### config.mk
export PLATFORM = sky130hd
export DESIGN_NAME = ltec_top
export DESIGN_NICKNAME = d
export VERILOG_FILES = /design/src/ltec_pkg.sv /design/src/ltec_top.sv /design/src/ltec_sync.sv
export SDC_FILE = /design/constraint.sdc
export NUM_CORES = 1
export LEC_CHECK = 0
export ABC_AREA = 1
export BUFFER_PORTS_ARGS = -buffer_cell sky130_fd_sc_hd__buf_2
export CORE_MARGIN = 2
export CORE_UTILIZATION = 30
export CTS_BUF_LIST = sky130_fd_sc_hd__clkbuf_8 sky130_fd_sc_hd__clkbuf_16
export DETAILED_ROUTE_END_ITERATION = 12
export SYNTH_ARGS = -nofsm -noshare
export SYNTH_HDL_FRONTEND = slang
export SYNTH_SLANG_ARGS = --single-unit
### constraint.sdc
create_clock -name aclk -period 8.5 [get_ports aclk]
set_input_delay 2.125 -clock aclk [delete_from_list [all_inputs] [get_ports aclk]]
set_output_delay 2.125 -clock aclk [all_outputs]
set_load 0.02 [all_outputs]
### src/ltec_pkg.sv
// Package for the line trigger and exposure sequencer: map, fields, timing
package ltec_pkg;
  // Register byte offsets on the AXI4-Lite slave
  localparam logic [31:0] CTRL_OFS = 32'h0000_0000;
  localparam logic [31:0] EXPO_OFS = 32'h0000_0004;
  localparam logic [31:0] PERIOD_OFS = 32'h0000_0008;
  localparam logic [31:0] STATUS_OFS = 32'h0000_000c;
  // Reset values
  localparam logic [7:0] CTRL_RST = 8'h00;
  localparam logic [31:0] EXPO_RST = 32'h0000_03e8;
  localparam logic [31:0] PERIOD_RST = 32'h0000_07d0;
  // AXI answers
  localparam logic [1:0] RESP_OKAY = 2'h0;
  localparam logic [1:0] RESP_SLVERR = 2'h2;
  // Number of trigger input lines
  localparam int NLINES = 4;
  // Timing: clock period, init time, blink half period
  localparam int CLK_NS = 5;
  localparam int INIT_NS = 1000;
  localparam int INIT_CYC = (INIT_NS + CLK_NS - 1) / CLK_NS;
  localparam int BLINK_NS = 100000;
  localparam int BLINK_CYC = BLINK_NS / CLK_NS;

  // Exposure control kinds
  typedef enum logic [1:0] {
    KIND_OFF = 2'b00,
    KIND_FIXED = 2'b01,
    KIND_PULSE = 2'b10
  } ltec_kind_t;

  // Trigger polarity selections
  typedef enum logic [1:0] {
    POL_UP = 2'b00,
    POL_DOWN = 2'b01,
    POL_HIGH = 2'b10,
    POL_LOW = 2'b11
  } ltec_pol_t;

  // Indicator states
  typedef enum logic [1:0] {
    IND_INIT = 2'b00,
    IND_RUN = 2'b01,
    IND_BLINK = 2'b10
  } ltec_ind_t;

  // Control register layout, bit 7 down to bit 0
  typedef struct packed {
    logic target;
    logic [1:0] origin;
    logic [1:0] pol;
    logic [1:0] kind;
    logic gate;
  } ltec_ctrl_t;
endpackage : ltec_pkg

### src/ltec_top.sv
// Line start and exposure sequencer with AXI4-Lite registers and indicator
//
// The register offsets and the AXI4-Lite slave port were chosen for this implementation.
`timescale 1ns/100ps
// Contract
// - Amber while initialising, then steady green.
// - Gate on: one line per accepted trigger.
// - Kind off: expose the full line period.
// - Polarity picks upward or downward transition.
// - Target select routes triggers to line begin.
// - Gate on: fixed, pulse-length, or no control.
// - Gate off: pulse-length exposure does not apply.
// - Fixed kind ends exposure after programmed duration.
// - Trigger origin selects any input line.
// - Pulse kind exposes while chosen level holds.
// - Blink green while triggers arrive.
module ltec_top #(
  parameter int BLINK_CYCLES = ltec_pkg::BLINK_CYC
) (
  input wire logic aclk,
  input wire logic aresetn,
  input wire logic [ltec_pkg::NLINES-1:0] trig_in,
  input wire logic [31:0] s_axi_awaddr,
  input wire logic s_axi_awvalid,
  output logic s_axi_awready,
  input wire logic [31:0] s_axi_wdata,
  input wire logic [3:0] s_axi_wstrb,
  input wire logic s_axi_wvalid,
  output logic s_axi_wready,
  output logic [1:0] s_axi_bresp,
  output logic s_axi_bvalid,
  input wire logic s_axi_bready,
  input wire logic [31:0] s_axi_araddr,
  input wire logic s_axi_arvalid,
  output logic s_axi_arready,
  output logic [31:0] s_axi_rdata,
  output logic [1:0] s_axi_rresp,
  output logic s_axi_rvalid,
  input wire logic s_axi_rready,
  output logic line_begin_event,
  output logic exposure_active,
  output logic ind_amber,
  output logic ind_green
);
  import ltec_pkg::*;

  // Configuration registers
  ltec_ctrl_t ctrl_q, ctrl_d;
  logic [31:0] expo_q, expo_d;     // Exposure duration in cycles
  logic [31:0] period_q, period_d; // Internal line period in cycles
  // Bus handshake state
  logic awready_q, awready_d;
  logic bvalid_q, bvalid_d;
  logic [1:0] bresp_q, bresp_d;
  logic arready_q, arready_d;
  logic rvalid_q, rvalid_d;
  logic [1:0] rresp_q, rresp_d;
  logic [31:0] rdata_q, rdata_d;
  // Sequencer state
  logic [NLINES-1:0] sync_q;
  logic sel_q, sel_d;              // Previous sample of chosen line
  logic line_q, line_d;
  logic exp_q, exp_d;
  logic [31:0] cnt_q, cnt_d;       // Exposure cycle count
  logic [31:0] tmr_q, tmr_d;       // Internal line timer
  logic [15:0] lines_q, lines_d;   // Line counter shown in status
  // Indicator state
  ltec_ind_t ind_q, ind_d;
  logic [15:0] init_q, init_d;
  logic [31:0] act_q, act_d;       // Trigger activity window
  logic [31:0] div_q, div_d;       // Blink divider
  logic ph_q, ph_d;
  logic amber_q, amber_d;
  logic green_q, green_d;
  // Combinational helpers
  logic sel, rise, fall, start, held, wr_go, rd_go;
  logic [31:0] wmask;

  // Trigger lines cross into the clock domain first
  ltec_sync #(.W(NLINES)) u_sync (
    .aclk(aclk),
    .aresetn(aresetn),
    .d(trig_in),
    .q(sync_q)
  );

  // Bus slave: write when address and data both wait, read one at a time
  always_comb begin
    wr_go = s_axi_awvalid && s_axi_wvalid && !awready_q && !bvalid_q;
    rd_go = s_axi_arvalid && !arready_q && !rvalid_q;
    wmask = {{8{s_axi_wstrb[3]}}, {8{s_axi_wstrb[2]}},
             {8{s_axi_wstrb[1]}}, {8{s_axi_wstrb[0]}}};
    ctrl_d = ctrl_q;
    expo_d = expo_q;
    period_d = period_q;
    awready_d = wr_go;
    arready_d = rd_go;
    bvalid_d = bvalid_q && !s_axi_bready;
    bresp_d = bresp_q;
    rvalid_d = rvalid_q && !s_axi_rready;
    rresp_d = rresp_q;
    rdata_d = rdata_q;
    if (wr_go) begin
      bvalid_d = 1'b1;
      bresp_d = RESP_OKAY;
      // Only the low byte of the control word carries fields
      if (s_axi_awaddr == CTRL_OFS) begin
        if (s_axi_wstrb[0]) begin
          ctrl_d = ltec_ctrl_t'(s_axi_wdata[7:0]);
        end
      end else if (s_axi_awaddr == EXPO_OFS) begin
        expo_d = (expo_q & ~wmask) | (s_axi_wdata & wmask);
      end else if (s_axi_awaddr == PERIOD_OFS) begin
        period_d = (period_q & ~wmask) | (s_axi_wdata & wmask);
      end else if (s_axi_awaddr != STATUS_OFS) begin
        // Unmapped address answers an error; status writes are ignored
        bresp_d = RESP_SLVERR;
      end
    end
    if (rd_go) begin
      rvalid_d = 1'b1;
      rresp_d = RESP_OKAY;
      case (s_axi_araddr)
        CTRL_OFS: rdata_d = {24'h00_0000, ctrl_q};
        EXPO_OFS: rdata_d = expo_q;
        PERIOD_OFS: rdata_d = period_q;
        STATUS_OFS: rdata_d = {lines_q, 13'h0000, exp_q, green_q,
                               ind_q != IND_INIT};
        default: begin
          rdata_d = 32'h0000_0000;
          rresp_d = RESP_SLVERR;
        end
      endcase
    end
  end

  // Line start and exposure decisions
  always_comb begin
    sel = sync_q[ctrl_q.origin];
    sel_d = sel;
    rise = sel && !sel_q;
    fall = !sel && sel_q;
    // High hold starts on the upward edge, low hold on the downward one
    held = (ctrl_q.pol == POL_HIGH) ? sel : !sel;
    start = 1'b0;
    tmr_d = 32'h0000_0000;
    if (ctrl_q.gate) begin
      if (ctrl_q.target) begin
        case (ctrl_q.pol)
          POL_UP, POL_HIGH: start = rise;
          POL_DOWN, POL_LOW: start = fall;
          default: start = 1'b0;
        endcase
      end
    end else if ((period_q == 32'h0000_0000) ||
                 (tmr_q >= period_q - 32'h0000_0001)) begin
      // A zero period behaves as one cycle instead of wrapping the compare
      start = 1'b1;
    end else begin
      tmr_d = tmr_q + 32'h0000_0001;
    end
    line_d = start;
    exp_d = exp_q;
    cnt_d = cnt_q;
    lines_d = start ? lines_q + 16'h0001 : lines_q;
    if (start) begin
      exp_d = 1'b1;
      cnt_d = 32'h0000_0001;
    end else if (exp_q) begin
      cnt_d = cnt_q + 32'h0000_0001;
      case (ltec_kind_t'(ctrl_q.kind))
        KIND_FIXED: begin
          if (cnt_q >= expo_q) begin
            exp_d = 1'b0;
            cnt_d = cnt_q;
          end
        end
        KIND_PULSE: begin
          // Gate off leaves pulse kind as full period exposure
          if (ctrl_q.gate && !held) begin
            exp_d = 1'b0;
          end
        end
        KIND_OFF: exp_d = 1'b1;
        default: exp_d = 1'b1;
      endcase
    end
  end

  // Indicator: amber until init ends, green blinking while triggers arrive
  always_comb begin
    ind_d = ind_q;
    init_d = init_q;
    act_d = (act_q != 32'h0000_0000) ? act_q - 32'h0000_0001 : act_q;
    div_d = div_q;
    ph_d = ph_q;
    if (ctrl_q.gate && start) begin
      act_d = 32'(2 * BLINK_CYCLES);
    end
    case (ind_q)
      IND_INIT: begin
        init_d = init_q + 16'h0001;
        if (init_q >= 16'(INIT_CYC - 1)) begin
          ind_d = IND_RUN;
        end
      end
      IND_RUN: begin
        div_d = 32'h0000_0000;
        ph_d = 1'b0;
        if (act_q != 32'h0000_0000) begin
          ind_d = IND_BLINK;
        end
      end
      IND_BLINK: begin
        // Blink rate is fixed, unrelated to the trigger rate
        if (div_q >= 32'(BLINK_CYCLES - 1)) begin
          div_d = 32'h0000_0000;
          ph_d = !ph_q;
        end else begin
          div_d = div_q + 32'h0000_0001;
        end
        if (act_q == 32'h0000_0000) begin
          ind_d = IND_RUN;
        end
      end
      default: ind_d = IND_INIT;
    endcase
    amber_d = (ind_d == IND_INIT);
    green_d = (ind_d == IND_RUN) || (ind_d == IND_BLINK && !ph_d);
  end

  // Register every group; synchronous active-low reset
  always_ff @(posedge aclk) begin
    if (!aresetn) begin
      ctrl_q <= ltec_ctrl_t'(CTRL_RST);
      expo_q <= EXPO_RST;
      period_q <= PERIOD_RST;
      awready_q <= 1'b0;
      bvalid_q <= 1'b0;
      bresp_q <= RESP_OKAY;
      arready_q <= 1'b0;
      rvalid_q <= 1'b0;
      rresp_q <= RESP_OKAY;
      rdata_q <= 32'h0000_0000;
      sel_q <= 1'b0;
      line_q <= 1'b0;
      exp_q <= 1'b0;
      cnt_q <= 32'h0000_0000;
      tmr_q <= 32'h0000_0000;
      lines_q <= 16'h0000;
      ind_q <= IND_INIT;
      init_q <= 16'h0000;
      act_q <= 32'h0000_0000;
      div_q <= 32'h0000_0000;
      ph_q <= 1'b0;
      amber_q <= 1'b1;
      green_q <= 1'b0;
    end else begin
      ctrl_q <= ctrl_d;
      expo_q <= expo_d;
      period_q <= period_d;
      awready_q <= awready_d;
      bvalid_q <= bvalid_d;
      bresp_q <= bresp_d;
      arready_q <= arready_d;
      rvalid_q <= rvalid_d;
      rresp_q <= rresp_d;
      rdata_q <= rdata_d;
      sel_q <= sel_d;
      line_q <= line_d;
      exp_q <= exp_d;
      cnt_q <= cnt_d;
      tmr_q <= tmr_d;
      lines_q <= lines_d;
      ind_q <= ind_d;
      init_q <= init_d;
      act_q <= act_d;
      div_q <= div_d;
      ph_q <= ph_d;
      amber_q <= amber_d;
      green_q <= green_d;
    end
  end

  // Outputs straight from flops
  assign s_axi_awready = awready_q;
  assign s_axi_wready = awready_q;
  assign s_axi_bvalid = bvalid_q;
  assign s_axi_bresp = bresp_q;
  assign s_axi_arready = arready_q;
  assign s_axi_rvalid = rvalid_q;
  assign s_axi_rresp = rresp_q;
  assign s_axi_rdata = rdata_q;
  assign line_begin_event = line_q;
  assign exposure_active = exp_q;
  assign ind_amber = amber_q;
  assign ind_green = green_q;
endmodule : ltec_top

### src/ltec_sync.sv
// Two-flop synchroniser for the trigger input lines
`timescale 1ns/100ps
module ltec_sync #(
  parameter int W = 4
) (
  input wire logic aclk,
  input wire logic aresetn,
  input wire logic [W-1:0] d,
  output logic [W-1:0] q
);
  // First stage is read only by the second stage
  logic [W-1:0] meta_q;

  // Both stages clear on reset
  always_ff @(posedge aclk) begin
    if (!aresetn) begin
      meta_q <= '0;
      q <= '0;
    end else begin
      meta_q <= d;
      q <= meta_q;
    end
  end
endmodule : ltec_sync

-- Yosys cells after proc, flatten, opt, wreduce, memory -nomap -nowiden
Index checks and enable logic that the tools add are counted.
- register bits: 288
- logic and storage cells: 151
- $add $sub $neg: 7
- $lt $le $gt $ge: 5
- equal/unequal tests: 17
- muxes and demuxes: 34
- bitwise logic cells: 9
- reduce and logical (&&, ||, !) cells: 48
- operators by type and width (operator ; number):
    zero test 32 bit ; 4
    case mux 32 bit (4 select lines) ; 1
    adder 32 x 1 -> 32 bit (second input constant) ; 3
    bitwise AND 32 bit ; 3
    == test 32 x 4 -> 1 bit (second input constant) ; 3
    2-to-1 mux 32 bit ; 3
    == test 32 x 3 -> 1 bit (second input constant) ; 2
    greater-or-equal comparator 32 bit ; 2
    OR 32 bit ; 2
    case mux 32 bit (2 select lines) ; 1
    subtractor 32 x 1 -> 32 bit (second input constant) ; 2
    adder 16 x 1 -> 16 bit (second input constant) ; 2
    greater-or-equal comparator 32 x 15 -> 1 bit (second input constant) ; 1
    2-to-1 mux 16 bit ; 2
    inequality test 32 x 4 -> 1 bit (second input constant) ; 1
    inverter 32 bit ; 1
    nonzero test 32 bit ; 1
    greater-or-equal comparator 16 x 8 -> 1 bit (second input constant) ; 1
    2-to-1 mux 2 bit ; 8
    2-to-1 mux 1 bit ; 14
    logical AND 1 bit ; 12
    zero test 1 bit ; 11
    == test 2 bit (second input constant) ; 5
    == test 2 x 1 -> 1 bit (second input constant) ; 4
    16 further kinds ; 31

-- Depth between registers and ports, before layout
Gate-level depths: netlist of the first run.
- depth after elaboration: 10
- depth in mapped cells: 23

-- Cells and area by module
Synthesis of the first run repeated with hierarchy kept, for this count alone.
- cells, all modules: 2275
- area, all modules: 15751.4 µm²
- modules (own cells, without submodules) (module ; instances ; cells each ; area each (µm²)):
    ltec_top ; 1 ; 2250 ; 15526.1
    ltec_sync ; 1 ; 25 ; 225.2

-- Worst setup path before layout of the first run
Ideal clock, no wire load.
- path kind: input -> register
- start point: input port s_axi_awaddr[1]
- end point: register (tool-made name)
- arrival time: 3.343 ns
- path slack: 5.038 ns
- stages: 10
- path buffers: 1
- cells stage by stage: or2_1 inv_2 nand4_1 nor3_2 nand2_2 nor2_2 inv_2 buf_4 o21ai_0 a21oi_1
- RTL lines (what ; RTL line ; RTL):
    start, declared ; ltec_top.sv:23 ; input wire logic [31:0] s_axi_awaddr,

==> results of run 1 <==
## path summary, 6_finish.rpt
kind | startpoint | slack, ps | end
max | flop | 4210 | cnt_q[29]$_SDFFE_PP0P_
min | u_sync.meta_q[0]$_SDFF_PN0_ | 410 | u_sync.q[0]$_SDFF_PN0_
max reg2reg | flop | 4210 | cnt_q[29]$_SDFFE_PP0P_
min reg2reg | u_sync.meta_q[0]$_SDFF_PN0_ | 410 | u_sync.q[0]$_SDFF_PN0_
## cell families after synthesis
group / synth area share
and+or+nand+nor: 0.324
buffers and inverters: 0.0764
adders and majority gates: 0.0606
AOI/OAI and AO/OA: 0.118
DFF: 0.360
xor gates and xnor gates: 0.0606
other: 0.000236
## synth_stat cells, types with 8 or more instances
cell type	n
nand4_1	39
xnor2_1	36
buf_4	11
nor2_2	17
o211ai_1	32
nand2_1	583
a21oi_2	11
dfxtp_1	286
nor2_1	296
nand2_2	19
nor4_1	33
clkbuf_1	30
xor2_1	74
o21ai_1	8
nor3_1	54
a21oi_1	182
nand3_1	78
a211oi_1	23
o21ai_0	49
buf_2	22
ha_1	77
inv_1	220
inv_2	9
## layout make-up
cell class	count	area share
timing repair buffer	160	0.0443
inverter	231	0.0471
clock buffer	45	0.0549
sequential	286	0.310
tap	688	0.0467
clock inverter	14	0.0101
antenna	1	0.000136
multi-input combinational	1688	0.486
## worst max-delay path, delay by kind of cell, from the launching register on
kind            cells  cell delay (ps)
simple gates       12             2230
compound gates      5             1030
fa+ha+maj           2              500
flops               1              340
buf+inv             1               90
## routing by layer
layer  vias to the layer above  GRT usage
li1                       7682          -
met1                      6948      0.217
met2                       298      0.277
met3                        67     0.0261
met4                         0     0.0530
met5                         -          0
## power by group
group / total [mW] / switching (mW) / internal [mW]
logic: 0.891 / 0.589 / 0.302
registers: 1.49 / 0.0744 / 1.42
clock network: 1.55 / 0.595 / 0.958
## per-stage QoR
step	hold WS (ps)	util
after floorplan	390	-
after global placement	403	0.329
after detailed placement	400	0.329
after CTS	413	0.352
after global routing	436	0.352
final	409	0.352
==> metrics.txt, run 1 <==
Setup Buffers After CTS 0; met3 routed WL 2010 um; layout overhead on the synthesized area 16.0%; Max clock buf depth 3; Root Driver clkbuf_16; cell mode on critical path nand2_1; #FFs+latches synth 286; Slew HR 0.205; routed wire length 45100 um; RSZ-0062 raised after global routing false; largest net degree at the start of global routing 83; Final HPWL DP 34400 um; total CTS buffers 34; TritonCTS clock tree done; max_cap viols 0; critical path type flop to flop; cts hold-fix bufs 0; crit path time final 4290 ps; post-cts resize count 0; Avg WL per Cell 14.5 um; Ports 156; Post-DP Area 17200 sq um; Post-synth ARST share 0; routed length on met1 21100 um; Worst Max-Slew Pin Slew 1190 ps; Yosys warnings 0; GRT Total Usage 0.165; Clock Latency Late Sink 550 ps; FILL cells 5518; area leader, netlist dfxtp_1; htree depth 2; endpoints failing hold 0; crit path max fanout 31; routed vias/inst 4.82; Setup Skew 28.1 ps; Avg Cell Area, Syn 7.00 sq um; CP endpoint kind flop; most frequent cells in the layout nand2_1 (583), nor2_1 (296), dfxtp_1 (286); DR vias 15.0k; Die Height 234 um; Primary FF master, synth dfxtp_1; core area 52400 sq um; Die Wd 234 um; Worst Path Arrival 4740 ps; gp weighted congestion 0.884; vias in the first global route 14.4k; remaining antenna violation count after routing 0; final worst slack 4210 ps; commonest non-fill, non-tap cell in the layout nand2_1; grt ovf 0; Period Utilization, post-route 0.505; peak supply drop 131 uV; Die Area 54900 sq um; register area 5730 sq um; Synth Cell Area 15900 sq um; EDFF count, synth 0; Slew Viols, Final 0; global-route wire length before repair 73400 um; initial antenna violation count 1; Final #Nets 2589; WL met2 20700 um; cells along the critical path inv_1 > ha_1 > nand3_4 > nor2_4 > nand4_4 > nor3_1 > nand2_1 > nor2_2 > a31oi_1 > a21oi_1 > ha_1 > nand2_1 > nor2_1 > nand2_1 > o211ai_1 > nor2_1 > nand3_2 > a21oi_2 > nand2_1 > a21oi_1; WHS Path Cells 2; Final Power 3.94 mW; leakage power 7.42 nW; power per cell area 213 nW/um^2; Seq/Total Area, Yosys 0.360; hold crit path type flop to flop; fmax 233 MHz; # placed instances 3053; fin cells 3113; CP max stage delay 640 ps; Req. time, crit path 8940 ps; Sink Count 286; Initial DRC Count 1120; pre-CTS setup slack 3910 ps; top layer in use met4; clk slew on worst S/H paths 60 ps; R2R cell count 20; distinct cell type count after synthesis 53; Rows 84; Final Cell Area 18500 sq um; Syn Inst Count 2272; Initial Util 0.303; final setup fails 0; IO buf count 153; slowest CP cell nand2_1; proportion of layout cells with a drive suffix above 1 0.128; Final TNS setup 0 ps; top cell type's share of synthesized area 0.360; first-pass iteration count of the detailed router 5; largest cells by area after synthesis dfxtp_1 (36%), nand2_1 (14%), nor2_1 (7.0%); Critical Path Start Type flop; multi-input combinational cell area 8970 sq um; status finished clean; DR DRC count 0
Power figures use the tool's default switching activity.
==> run 2: changes to the inputs <==
clock period = 4.5 ns   (was 8.5 ns; I/O delays follow)
==> run 2 against run 1 <==
Net effect:
- worst setup slack worse by 3400 ps
- first-iteration DRC count is 4.6% lower
- worst hold slack better by 2.5 ps
- critical path depth is 1 higher
- flip-flop and latch count stayed put
- clock-buffer cell count is 6 lower
- critical path type unchanged
==> metrics.txt, run 2 (synthesis gave the netlist of run 1 again) <==
status finished clean; sw power 2.40 mW (+91%); Final Power 7.37 mW (+87%); remaining antenna violation count after routing 0 (unchanged); Die Height 234 um (unchanged); final setup fails 0 (unchanged); Worst Max-Slew Pin Slew 892 ps (-298 ps); GRT Total Usage 0.167 (+0.00128); Initial DRC Count 1068 (-4.6%); critical path type flop to flop; vias in the first global route 14.7k (+1.8%); Setup Buffers After CTS 0 (unchanged); leakage power 7.45 nW (+0.32%); Die Area 54900 sq um (unchanged); post-cts resize count 0 (unchanged); Avg WL per Cell 14.6 um (+0.52%); fmax 271 MHz (+16%); total CTS buffers 35 (+2.9%); Final HPWL DP 34800 um (+0.89%); Reg power frac 0.382 (+0.003); Sink Count 286 (unchanged); core area 52400 sq um (unchanged); crit path time final 3700 ps (-595 ps); Reg2Reg Setup Slack 800 ps (-3400 ps); RSZ-0062 raised after global routing false; Final Cell Area 18500 sq um (about the same); global-route wire length before repair 74000 um (+0.72%); Period Utilization, post-route 0.821 (+0.317); Final #Nets 2597 (+0.31%); ant diodes 0 (-1); power per cell area 399 nW/um^2 (+87%); CP endpoint kind flop; Max clock buf depth 3 (unchanged); Critical Path Start Type flop; largest net degree at the start of global routing 58 (-30%); initial antenna violation count 5 (+4); routed wire length 45500 um (+0.78%); clock share of power 0.388 (-0.007); commonest non-fill, non-tap cell in the layout nand2_1; endpoints failing hold 0 (unchanged); Clock Latency Late Sink 560 ps (about the same); CP max stage delay 350 ps (-290 ps); Int Pwr 4.97 mW (+86%); Die Wd 234 um (unchanged); fin cells 3121 (+0.26%); clk slew on worst S/H paths 60 ps (about the same); Final TNS setup 0 ps (unchanged); Comb pwr share 0.230 (+0.004); R2R cell count 21 (+5.0%); cts hold-fix bufs 0 (unchanged); cell mode on critical path nand2_1; TritonCTS clock tree done; grt ovf 0 (unchanged); most frequent cells in the layout nand2_1 (583), nor2_1 (296), dfxtp_1 (286); proportion of layout cells with a drive suffix above 1 0.129 (+0.00158); htree depth 2 (unchanged); Worst Path Arrival 4150 ps (-590 ps); Setup Skew 39.4 ps (+11.2 ps); DR vias 15.0k (-0.073%); Req. time, crit path 4950 ps (-3990 ps); WHS Path Cells 2 (unchanged); Rows 84 (unchanged); cells along the critical path inv_1 > ha_1 > nand3_4 > nor2_4 > nand4_4 > nor3_1 > nand2_1 > nor2_2 > a31oi_1 > a21oi_1 > ha_1 > nand2_1 > nor2_1 > nand2_1 > o211ai_1 > nor2_1 > nand3_2 > a21oi_2 > nand2_1 > buf_4 > a21oi_1; slowest CP cell dfxtp_1; DR DRC count 0 (unchanged); Initial Util 0.303 (unchanged); Post-Route Utilization 0.352 (about the same); Ports 156 (unchanged); first-pass iteration count of the detailed router 5 (unchanged); IO buf count 153 (unchanged); Root Driver clkbuf_16; gp weighted congestion 0.890 (+0.59%); Slew HR 0.405 (+0.200); layout overhead on the synthesized area 16.1% (about the same); routed vias/inst 4.80 (-0.33%); Post-DP Area 17300 sq um (+0.30%); # placed instances 3060 (+0.23%); switching part of the total 0.325 (+0.00559); peak supply drop 237 uV (+81%); hold crit path type flop to flop; crit path max fanout 31 (unchanged); max_cap viols 0 (unchanged); Slew Viols, Final 0 (unchanged)
-- run 2: area by class of cell --
cell class | count | area [sq um]
inverters | 231 | 870
flip-flops and latches | 286 | 5730
repair buffers | 167 | 871
multi-input cells | 1688 | 8970
clock inverters | 22 | 224
well taps | 688 | 861
clock buffers | 39 | 931
fillers | 5549 | 34000
-- run 2: metal layers --
layer / GRT usage / routed length (um) / vias up
met1: 0.212 / 20600 / 6942
li1: - / - / 7681
met2: 0.283 / 21200 / 282
met5: 0 / 60 / -
met4: 0.0544 / 1160 / 10
met3: 0.0305 / 2450 / 69
-- run 2: power groups by stage --
stage	combinational, mW	clock (mW)	sequential [mW]
2_1_floorplan	1.27	0	2.83
3_3_place_gp	1.69	0	2.86
3_5_place_dp	1.69	0	2.86
4_1_cts	1.70	2.94	2.81
5_1_grt	1.93	3.03	2.83
6_report	1.70	2.86	2.81
-- run 2: final timing paths --
kind                                          endpoint                   startpoint
worst max-delay path            cnt_q[18]$_SDFFE_PP0P_                         flop
worst min-delay path            u_sync.q[3]$_SDFF_PN0_  u_sync.meta_q[3]$_SDFF_PN0_
worst min register to register  u_sync.q[3]$_SDFF_PN0_  u_sync.meta_q[3]$_SDFF_PN0_
worst max register to register  cnt_q[18]$_SDFFE_PP0P_                         flop
-- run 2: critical path: cells and delay by family (launching register included) --
| kind | cells | cell delay (ps) |
|---|---|---|
| fa+ha+maj | 2 | 470 |
| buf+inv | 2 | 360 |
| compound gates | 5 | 760 |
| flops | 1 | 350 |
| simple gates | 12 | 1630 |
-- run 2: metrics by stage --
step,setup slack [ps],hold slack [ps]
2_1_floorplan,1450,390
3_3_place_gp,975,407
3_5_place_dp,852,400
4_1_cts,779,412
5_1_grt,305,448
6_report,804,412
